<file path="src/shared/sld_pkg.sv">
`default_nettype none
package sld_pkg;

	// Word geometry
	localparam int WORD_BITS = 24;
	localparam int SEL_LO_POS = 0;
	localparam int SEL_HI_POS = 1;

	// Latch select codes, {latch_select_hi, latch_select_lo}
	localparam logic [1:0] SEL_CONFIG = 2'h0;
	localparam logic [1:0] SEL_REF = 2'h1;
	localparam logic [1:0] SEL_FEEDBACK = 2'h2;
	localparam logic [1:0] SEL_TEST = 2'h3;

	// Main configuration word fields
	localparam int CFG_PRESCALER_POS = 22;
	localparam int CFG_CP_GAIN_POS = 10;
	localparam int CFG_PFD_POL_POS = 8;
	localparam int CFG_MUX_POS = 5;
	localparam int CFG_CNT_RST_POS = 4;
	localparam int CFG_CORE_CUR_POS = 2;

	// Feedback divider word fields
	localparam int FB_DIV2_SEL_POS = 23;
	localparam int FB_DIV2_POS = 22;
	localparam int FB_CP_GAIN_POS = 21;
	localparam int FB_MAIN_POS = 8;
	localparam int FB_RSVD_POS = 7;
	localparam int FB_SWALLOW_POS = 2;

	// Reference divider word fields
	localparam int REF_BAND_DIV_POS = 20;
	localparam int REF_TEST_POS = 19;
	localparam int REF_LOCK_PREC_POS = 18;
	localparam int REF_BACKLASH_POS = 16;
	localparam int REF_DIV_POS = 2;

	// Field widths
	localparam int SWALLOW_BITS = 5;
	localparam int MAIN_BITS = 13;
	localparam int REF_BITS = 14;

	// Lock run lengths
	localparam logic [2:0] LOCK_RUN_LONG = 3'h5;
	localparam logic [2:0] LOCK_RUN_SHORT = 3'h3;

	// Reset values
	localparam logic [23:0] WORD_RESET = 24'h000000;
	localparam logic [2:0] MUX_SEL_RESET = 3'h0;

	// Multiplexed output select codes
	localparam logic [2:0] MUX_TRISTATE = 3'h0;
	localparam logic [2:0] MUX_DLOCK = 3'h1;
	localparam logic [2:0] MUX_NDIV = 3'h2;
	localparam logic [2:0] MUX_DVDD = 3'h3;
	localparam logic [2:0] MUX_RDIV = 3'h4;
	localparam logic [2:0] MUX_ALOCK = 3'h5;
	localparam logic [2:0] MUX_SDO = 3'h6;
	localparam logic [2:0] MUX_DGND = 3'h7;

	typedef struct packed {
		logic sclk;
		logic sdata;
		logic strobe;
	} sld_serial_type;

	typedef struct packed {
		logic [1:0] prescaler_sel;
		logic       pfd_polarity_sel;
		logic [2:0] outmux_sel;
		logic       counter_reset;
		logic [1:0] core_current_sel;
		logic       cp_gain;
		logic       div2_enable;
		logic       div2_to_prescaler;
		logic [1:0] backlash_width;
		logic       lock_precision_sel;
		logic       factory_test_sel;
		logic [1:0] band_logic_div;
	} sld_ctrl_type;

endpackage
`default_nettype wire

</file>
<file path="src/logic/sld_divider.sv">
`default_nettype none
// Programmable counter; one pulse every 'ratio' ticks
module sld_divider
	import sld_pkg::*;
#(
	parameter int WIDTH = 14
) (
	// Clock and reset
	input  wire logic             clk,
	input  wire logic             srst,
	// Control
	input  wire logic             hold,
	input  wire logic             tick,
	input  wire logic [WIDTH-1:0] ratio,
	// Output
	output logic                  pulse
);

	typedef struct packed {
		logic [WIDTH-1:0] count;
		logic             pulse;
	} sld_div_state_type;

	sld_div_state_type state;
	sld_div_state_type next_state;

	always_comb begin
		next_state = state;
		next_state.pulse = 1'b0;
		if (hold) begin
			next_state.count = '0;
		end else if (tick) begin
			// Count 1..ratio; ratio of 0 or 1 yields a pulse per tick
			if (state.count + WIDTH'(1) >= ratio) begin
				next_state.count = '0;
				next_state.pulse = 1'b1;
			end else begin
				next_state.count = state.count + WIDTH'(1);
			end
		end
	end

	always_ff @(posedge clk) begin
		if (srst) begin
			state <= '0;
		end else begin
			state <= next_state;
		end
	end

	assign pulse = state.pulse;

endmodule
`default_nettype wire

</file>
<file path="src/logic/sld_latch_decode.sv">
`default_nettype none
//////////////////////////////////////////////////////////////////////////////
// Contract
// - Polarity bit 1 positive, 0 negative
// - Three-bit select routes signal to output pin
// - Counter reset bit holds all counters
// - Select (1,0) loads feedback divider word
// - Select (0,1) loads reference divider word
// - Swallow count is five bits, 0..31
// - Main feedback count thirteen bits, 3..8191
// - Total ratio is modulus times main plus swallow
// - Gain bit follows latest write, either word
// - Feedback bit 22 enables output halving
// - Feedback bit 23 feeds halved signal to prescaler
// - Reference divider fourteen bits, 1..16383
// - Reference bits 16-17 pick backlash width
// - Lock after five or three good cycles
// - Test bit zero ignores test latch
// - Band logic clock from reference, optional divider
// - Select (0,0) loads main configuration word
// - Shift 24 bits, commit on strobe rise
//////////////////////////////////////////////////////////////////////////////
module sld_latch_decode
	import sld_pkg::*;
(
	// Clock and reset
	input  wire logic               clk,
	input  wire logic               srst,
	// Serial programming pins
	input  wire sld_serial_type     serial_in,
	// Synthesizer timing inputs, pin level
	input  wire logic               ref_in,
	input  wire logic               vco_in,
	input  wire logic               phase_good,
	input  wire logic               analog_lock,
	// Decoded controls
	output sld_ctrl_type            ctrl,
	output logic [SWALLOW_BITS-1:0] swallow_count,
	output logic [MAIN_BITS-1:0]    main_feedback_count,
	output logic [REF_BITS-1:0]     ref_divide_value,
	output logic [MAIN_BITS+5:0]    total_ratio,
	// Divider and lock outputs
	output logic                    ref_div_pulse,
	output logic                    fb_div_pulse,
	output logic                    band_clk_pulse,
	output logic                    lock_detect,
	output logic                    output_clk,
	output logic                    multiplexed_output_pin,
	output logic                    multiplexed_output_oe
);

	typedef struct packed {
		logic [2:0]           sclk_sync;
		logic [1:0]           sdata_sync;
		logic [2:0]           strobe_sync;
		logic [2:0]           ref_sync;
		logic [2:0]           vco_sync;
		logic [1:0]           good_sync;
		logic [1:0]           alock_sync;
		logic [WORD_BITS-1:0] shift;
		logic [WORD_BITS-1:0] config_word;
		logic [WORD_BITS-1:0] feedback_word;
		logic [WORD_BITS-1:0] reference_word;
		logic [WORD_BITS-1:0] test_word;
		logic                 cp_gain;
		logic [2:0]           good_run;
		logic                 locked;
		logic                 half_clk;
		logic [3:0]           band_count;
		logic                 band_pulse;
		logic                 mux_out;
	} sld_state_type;

	sld_state_type state;
	sld_state_type next_state;

	logic sclk_rise;
	logic strobe_rise;
	logic ref_rise;
	logic vco_rise;
	logic presc_tick;
	logic counters_hold;
	logic [3:0] band_ratio;
	logic [MAIN_BITS+5:0] modulus;

	// Prescaler modulus from the two-bit code
	function automatic logic [MAIN_BITS+5:0] prescaler_modulus(input logic [1:0] code);
		case (code)
			2'h0: prescaler_modulus = (MAIN_BITS+6)'(8);
			2'h1: prescaler_modulus = (MAIN_BITS+6)'(16);
			default: prescaler_modulus = (MAIN_BITS+6)'(32);
		endcase
	endfunction

	// Band clock division from the two-bit code
	function automatic logic [3:0] band_divide(input logic [1:0] code);
		case (code)
			2'h0: band_divide = 4'h1;
			2'h1: band_divide = 4'h2;
			2'h2: band_divide = 4'h4;
			default: band_divide = 4'h8;
		endcase
	endfunction

	// Rise from the synchronised stage; third stage is history, and on the VCO also drives output_clk
	function automatic logic rose(input logic [2:0] hist);
		rose = hist[1] & ~hist[2];
	endfunction

	//////////////////////////////////////////////////////////////////////////
	// Field decode

	always_comb begin
		ctrl.prescaler_sel = state.config_word[CFG_PRESCALER_POS +: 2];
		ctrl.pfd_polarity_sel = state.config_word[CFG_PFD_POL_POS];
		ctrl.outmux_sel = state.config_word[CFG_MUX_POS +: 3];
		ctrl.counter_reset = state.config_word[CFG_CNT_RST_POS];
		ctrl.core_current_sel = state.config_word[CFG_CORE_CUR_POS +: 2];
		ctrl.cp_gain = state.cp_gain;
		ctrl.div2_enable = state.feedback_word[FB_DIV2_POS];
		ctrl.div2_to_prescaler = state.feedback_word[FB_DIV2_SEL_POS];
		ctrl.backlash_width = state.reference_word[REF_BACKLASH_POS +: 2];
		ctrl.lock_precision_sel = state.reference_word[REF_LOCK_PREC_POS];
		ctrl.factory_test_sel = state.reference_word[REF_TEST_POS];
		ctrl.band_logic_div = state.reference_word[REF_BAND_DIV_POS +: 2];
	end

	assign swallow_count = state.feedback_word[FB_SWALLOW_POS +: SWALLOW_BITS];
	assign main_feedback_count = state.feedback_word[FB_MAIN_POS +: MAIN_BITS];
	assign ref_divide_value = state.reference_word[REF_DIV_POS +: REF_BITS];

	assign modulus = prescaler_modulus(ctrl.prescaler_sel);
	assign total_ratio = (MAIN_BITS+6)'(modulus * (MAIN_BITS+6)'(main_feedback_count))
		+ (MAIN_BITS+6)'(swallow_count);

	//////////////////////////////////////////////////////////////////////////
	// Edge detection on synchronised pins

	assign sclk_rise = rose(state.sclk_sync);
	assign strobe_rise = rose(state.strobe_sync);
	assign ref_rise = rose(state.ref_sync);
	assign vco_rise = rose(state.vco_sync);
	assign counters_hold = ctrl.counter_reset;
	// Halved signal rises on every other VCO rise
	assign presc_tick = ctrl.div2_to_prescaler ? (vco_rise & ~state.half_clk) : vco_rise;
	assign band_ratio = band_divide(ctrl.band_logic_div);

	//////////////////////////////////////////////////////////////////////////
	// Dividers

	sld_divider #(
		.WIDTH (REF_BITS)
	) u_ref_div (
		.clk   (clk),
		.srst  (srst),
		.hold  (counters_hold),
		.tick  (ref_rise),
		.ratio (ref_divide_value),
		.pulse (ref_div_pulse)
	);

	// Feedback ratio counted directly; zero main count is out of range
	sld_divider #(
		.WIDTH (MAIN_BITS+6)
	) u_fb_div (
		.clk   (clk),
		.srst  (srst),
		.hold  (counters_hold),
		.tick  (presc_tick),
		.ratio (total_ratio),
		.pulse (fb_div_pulse)
	);

	//////////////////////////////////////////////////////////////////////////
	// Next state

	always_comb begin
		next_state = state;
		// Two flip-flops before use, third for edge history and, on the VCO, for output_clk
		next_state.sclk_sync = {state.sclk_sync[1:0], serial_in.sclk};
		next_state.sdata_sync = {state.sdata_sync[0], serial_in.sdata};
		next_state.strobe_sync = {state.strobe_sync[1:0], serial_in.strobe};
		next_state.ref_sync = {state.ref_sync[1:0], ref_in};
		next_state.vco_sync = {state.vco_sync[1:0], vco_in};
		next_state.good_sync = {state.good_sync[0], phase_good};
		next_state.alock_sync = {state.alock_sync[0], analog_lock};
		next_state.band_pulse = 1'b0;

		// Data sampled on clock rise, first bit ends at the top
		if (sclk_rise) begin
			next_state.shift = {state.shift[WORD_BITS-2:0], state.sdata_sync[1]};
		end

		// Commit on strobe rise; latch chosen by the two low bits
		if (strobe_rise) begin
			case (state.shift[SEL_HI_POS:SEL_LO_POS])
				SEL_CONFIG: begin
					next_state.config_word = state.shift;
					next_state.cp_gain = state.shift[CFG_CP_GAIN_POS];
				end
				SEL_FEEDBACK: begin
					next_state.feedback_word = state.shift;
					next_state.cp_gain = state.shift[FB_CP_GAIN_POS];
				end
				SEL_REF: begin
					next_state.reference_word = state.shift;
				end
				default: begin
					// Kept but never used, whether the test bit is set or clear
					next_state.test_word = state.shift;
				end
			endcase
		end

		// Output halving toggles per VCO rise
		if (counters_hold) begin
			next_state.half_clk = 1'b0;
		end else if (vco_rise) begin
			next_state.half_clk = ~state.half_clk;
		end

		// Band logic clock from reference output, optionally divided
		if (counters_hold) begin
			next_state.band_count = 4'h0;
		end else if (ref_div_pulse) begin
			if (state.band_count + 4'h1 >= band_ratio) begin
				next_state.band_count = 4'h0;
				next_state.band_pulse = 1'b1;
			end else begin
				next_state.band_count = state.band_count + 4'h1;
			end
		end

		// Lock needs a run of good reference cycles; a bad one drops it
		if (counters_hold) begin
			next_state.good_run = 3'h0;
			next_state.locked = 1'b0;
		end else if (ref_div_pulse) begin
			if (!state.good_sync[1]) begin
				next_state.good_run = 3'h0;
				next_state.locked = 1'b0;
			end else if (!state.locked) begin
				next_state.good_run = state.good_run + 3'h1;
				if (state.good_run + 3'h1
					>= (ctrl.lock_precision_sel ? LOCK_RUN_LONG : LOCK_RUN_SHORT)) begin
					next_state.locked = 1'b1;
				end
			end
		end

		// Multiplexed output routing
		case (ctrl.outmux_sel)
			MUX_DLOCK: next_state.mux_out = state.locked;
			MUX_NDIV: next_state.mux_out = fb_div_pulse;
			MUX_DVDD: next_state.mux_out = 1'b1;
			MUX_RDIV: next_state.mux_out = ref_div_pulse;
			MUX_ALOCK: next_state.mux_out = state.alock_sync[1];
			MUX_SDO: next_state.mux_out = state.shift[WORD_BITS-1];
			MUX_DGND: next_state.mux_out = 1'b0;
			default: next_state.mux_out = 1'b0;
		endcase
	end

	always_ff @(posedge clk) begin
		if (srst) begin
			state <= '0;
			state.config_word <= WORD_RESET;
			state.feedback_word <= WORD_RESET;
			state.reference_word <= WORD_RESET;
		end else begin
			state <= next_state;
		end
	end

	//////////////////////////////////////////////////////////////////////////
	// Outputs

	assign lock_detect = state.locked;
	assign band_clk_pulse = state.band_pulse;
	assign output_clk = ctrl.div2_enable ? state.half_clk : state.vco_sync[2];
	assign multiplexed_output_pin = state.mux_out;
	// Three-state code floats the pin
	assign multiplexed_output_oe = (ctrl.outmux_sel != MUX_TRISTATE);

endmodule
`default_nettype wire

</file>
<file path="config.mk">
export PLATFORM = sky130hd
export DESIGN_NAME = sld_latch_decode
export DESIGN_NICKNAME = d
export VERILOG_FILES = /design/src/shared/sld_pkg.sv /design/src/logic/sld_divider.sv /design/src/logic/sld_latch_decode.sv
export SDC_FILE = /design/constraint.sdc
export NUM_CORES = 1
export LEC_CHECK = 0
export BUFFER_PORTS_ARGS = -buffer_cell sky130_fd_sc_hd__buf_2
export CORE_ASPECT_RATIO = 1.75
export CORE_MARGIN = 5
export CORE_UTILIZATION = 55
export CTS_CLUSTER_SIZE = 25
export DETAILED_ROUTE_END_ITERATION = 12
export GPL_ROUTABILITY_DRIVEN = 0
export PLACE_DENSITY = 0.75
export RECOVER_POWER = 100
export SYNTH_ARGS = -nofsm -noshare
export SYNTH_HDL_FRONTEND = slang
export SYNTH_HIERARCHICAL = 1
export SYNTH_SLANG_ARGS = --single-unit
</file>
<file path="constraint.sdc">
create_clock -name clk -period 12.8 [get_ports clk]
set_input_delay 1.92 -clock clk [delete_from_list [all_inputs] [get_ports clk]]
set_output_delay 1.92 -clock clk [all_outputs]
set_load 0.01 [all_outputs]
</file>
==> results.json <==
{
  "synth_common_cells": "214 x nand2_1, 138 x dfxtp_1, 105 x a21oi_1, 93 x ha_1, 57 x inv_1",
  "synth_edf_count": 0,
  "first_pass_iters": 6,
  "core_um2": 15800,
  "dpl.cell_count": 1242,
  "synth_flop_cell": "dfxtp_1",
  "finClkSkew_ps": 7.00,
  "post_cts_buffers": 0,
  "grt-ovfl-total": 0,
  "drc": 0,
  "ys_ff_latch": 138,
  "postRouteAntennaNets": 0,
  "syn_area_per_cell_um2": 8.24,
  "cts.sinks": 138,
  "grt_first_pass_wirelength_um": 32700,
  "grt_use_total_pct": 21.3,
  "grt_antenna_before_repair": 0,
  "crit_chain": "nor2_1 > and2_0 > fa_1 > ha_1 > ha_1 > ha_1 > ha_1 > and4_1 > a221o_1 > a32oi_1 > o31ai_1 > a21oi_1 > clkbuf_1",
  "rsz0062_at_grt": "no",
  "crit_type": "reg2out",
  "synthToLayoutAreaGrowth_pct": 6.33,
  "cts_resized": 0,
  "yosysWarnings": 6,
  "start_util_pct": 55.5,
  "synth_top_area_share_pct": 31.5,
  "hold_ws_ps": 434,
  "finalCritPeriodShare_pct": 53.1,
  "finalNonFillerCells": 1274,
  "die_h_um": 177,
  "layout_min_cycle_time_ps": 6800,
  "relSlewSlack_pct": -182,
  "cts.clk_slew.worst_paths_ps": 60,
  "status": "finished, violations left",
  "ctsHoldBuffers": 0,
  "synth_cell_type_count": 69,
  "arrival_ps": 4880,
  "leakagePower_nw": 3.92,
  "end_kind": "output pin",
  "synth_area_um2": 8770,
  "async_flop_share_pct": 0,
  "rows": 61,
  "p_per_area_nw_per_um2": 104,
  "cts_root_buf": "clkbuf_16",
  "vias": 7050,
  "startpoint_type": "register",
  "syn_nets": 1180,
  "drv_slew": 102,
  "dp_slack_ps": 6590,
  "crit_top_cell": "ha_1",
  "cts_tree": "yes",
  "hpwl_um": 14700,
  "synthCells": 1065,
  "port_buffers": 84,
  "synth-seq-area-share_pct": 31.5,
  "top_level_ports": 85,
  "fin_nets": 1187,
  "drt_iter0_markers": 403,
  "cap_violations": 1,
  "layout-drive-gt1-share_pct": 6.08,
  "finish.utilization_pct": 59.1,
  "peakVddDrop_v": 0.0000957,
  "yosysTopAreaCell": "dfxtp_1",
  "tightest_slew_ps": 4240,
  "cp_max_fo": 17,
  "antenna_cells": 0,
  "die-area_um2": 18700,
  "max_stage_delay_ps": 650,
  "via_per_inst": 5.53,
  "numCtsBuffers": 17,
  "worstSkewPairLatency_ps": 410,
  "fp.dieW_um": 105,
  "clockBufferDepth": 2,
  "required_ps": 10880,
  "worst_slack_ps": 6000,
  "htree_levels": 4,
  "slowest_stage": "nor2_1",
  "setup_tns_ps": 0,
  "grt_pass1_vias": 7001,
  "worst_hold_path_type": "reg2reg",
  "setup_viol": 0,
  "fmax_mhz": 147,
  "grt_max_degree": 102,
  "fillers": 1463,
  "hold_viol": 0,
  "avgRoutedWirePerCell_um": 15.3,
  "synth_most_common_cell": "nand2_1",
  "synthTopCellsByArea": "dfxtp_1 31%, ha_1 13%, nand2_1 9.2%",
  "violations": "max-capacitance violations, max-slew violations",
  "drt-total-wl_um": 19500
}
[path summary, 6_finish.rpt]
| check | slack, ps | to | depth (start not counted) | start |
|---|---|---|---|---|
| min reg2reg | 430 | state[146] | 1 | next_state[146] |
| max | 6000 | total_ratio[13] | 13 | ctrl[17] |
| min | 430 | state[146] | 1 | next_state[146] |
| max reg2reg | 6130 | u_fb_div/state[18] | 20 | ctrl[17] |
[sequential cells by signal, summed over array words and instances (netlist names)]
register / cells
lock_detect: 1
u_ref_div/state: 14
swallow_count: 5
ctrl: 18
u_fb_div/pulse: 1
u_fb_div/state: 19
multiplexed_output_pin: 1
main_feedback_count: 13
ref_divide_value: 14
state: 39
band_clk_pulse: 1
u_ref_div/pulse: 1
next_state: 11
[logic make-up (layout without fill, tap and decap cells)]
family          count (synthesis)  after routing  share of synthesized area (%)
compound gates                174            174                           12.3
xor+xnor                       53             53                           5.29
buf+inv                       156            176                           9.60
simple gates                  432            432                           24.4
fa+ha+maj                     106            106                           16.2
flops                         138            138                           31.5
mux                             6              6                          0.713
[power by group]
group	internal (mW)	switching (mW)	total (mW)
sequential	0.433	0.00164	0.434
clock	0.335	0.185	0.520
combinational	0.00485	0.0140	0.0189
[layout by cell type (no fill, tap or decap), types with 28 or more instances in the layout]
master and count:
ha_1 93, a21oi_1 105, dfxtp_1 138, clkbuf_1 73, nor2b_1 28, inv_1 57
nor2_1 42, nand2_1 214, xnor2_1 30
[critical path: cells and delay by family, from the launching register on]
family / cells / cell delay, ps
AO/OA/AOI/OAI: 4 / 1050
AND/OR/NAND/NOR: 3 / 1110
buffers and inverters: 1 / 180
adder cells (fa/ha/maj): 5 / 1690
flip-flops: 1 / 460
[area by class of cell]
cell class                      count  area (um^2)  area share [%]
Timing Repair Buffer               87          350            3.75
Clock buffer                       20          457            4.89
Inverter                           57          214            2.29
Clock inverter                     12          171            1.84
Multi-Input combinational cell    771         5140            55.1
Tap cell                          189          236            2.53
Sequential cell                   138         2760            29.6
[metrics by stage]
| stage | cell area (um^2) | total power [mW] |
|---|---|---|
| after floorplan | 8770 | 0.458 |
| after global placement | 8840 | 0.463 |
| after detailed placement | 8840 | 0.463 |
| after CTS | 9470 | 0.981 |
| after global routing | 9330 | 1.00 |
| final | 9330 | 0.973 |
[metal layers]
metal  vias up  routed length, um  GRT usage (%)
li1       3556                  -              -
met1      3298               7860           23.3
met2       143              10300           39.5
met3        53                594           3.36
met4         0                722           10.3
met5         -                  0              0
Note: power is estimated with default switching activity, not from simulation.
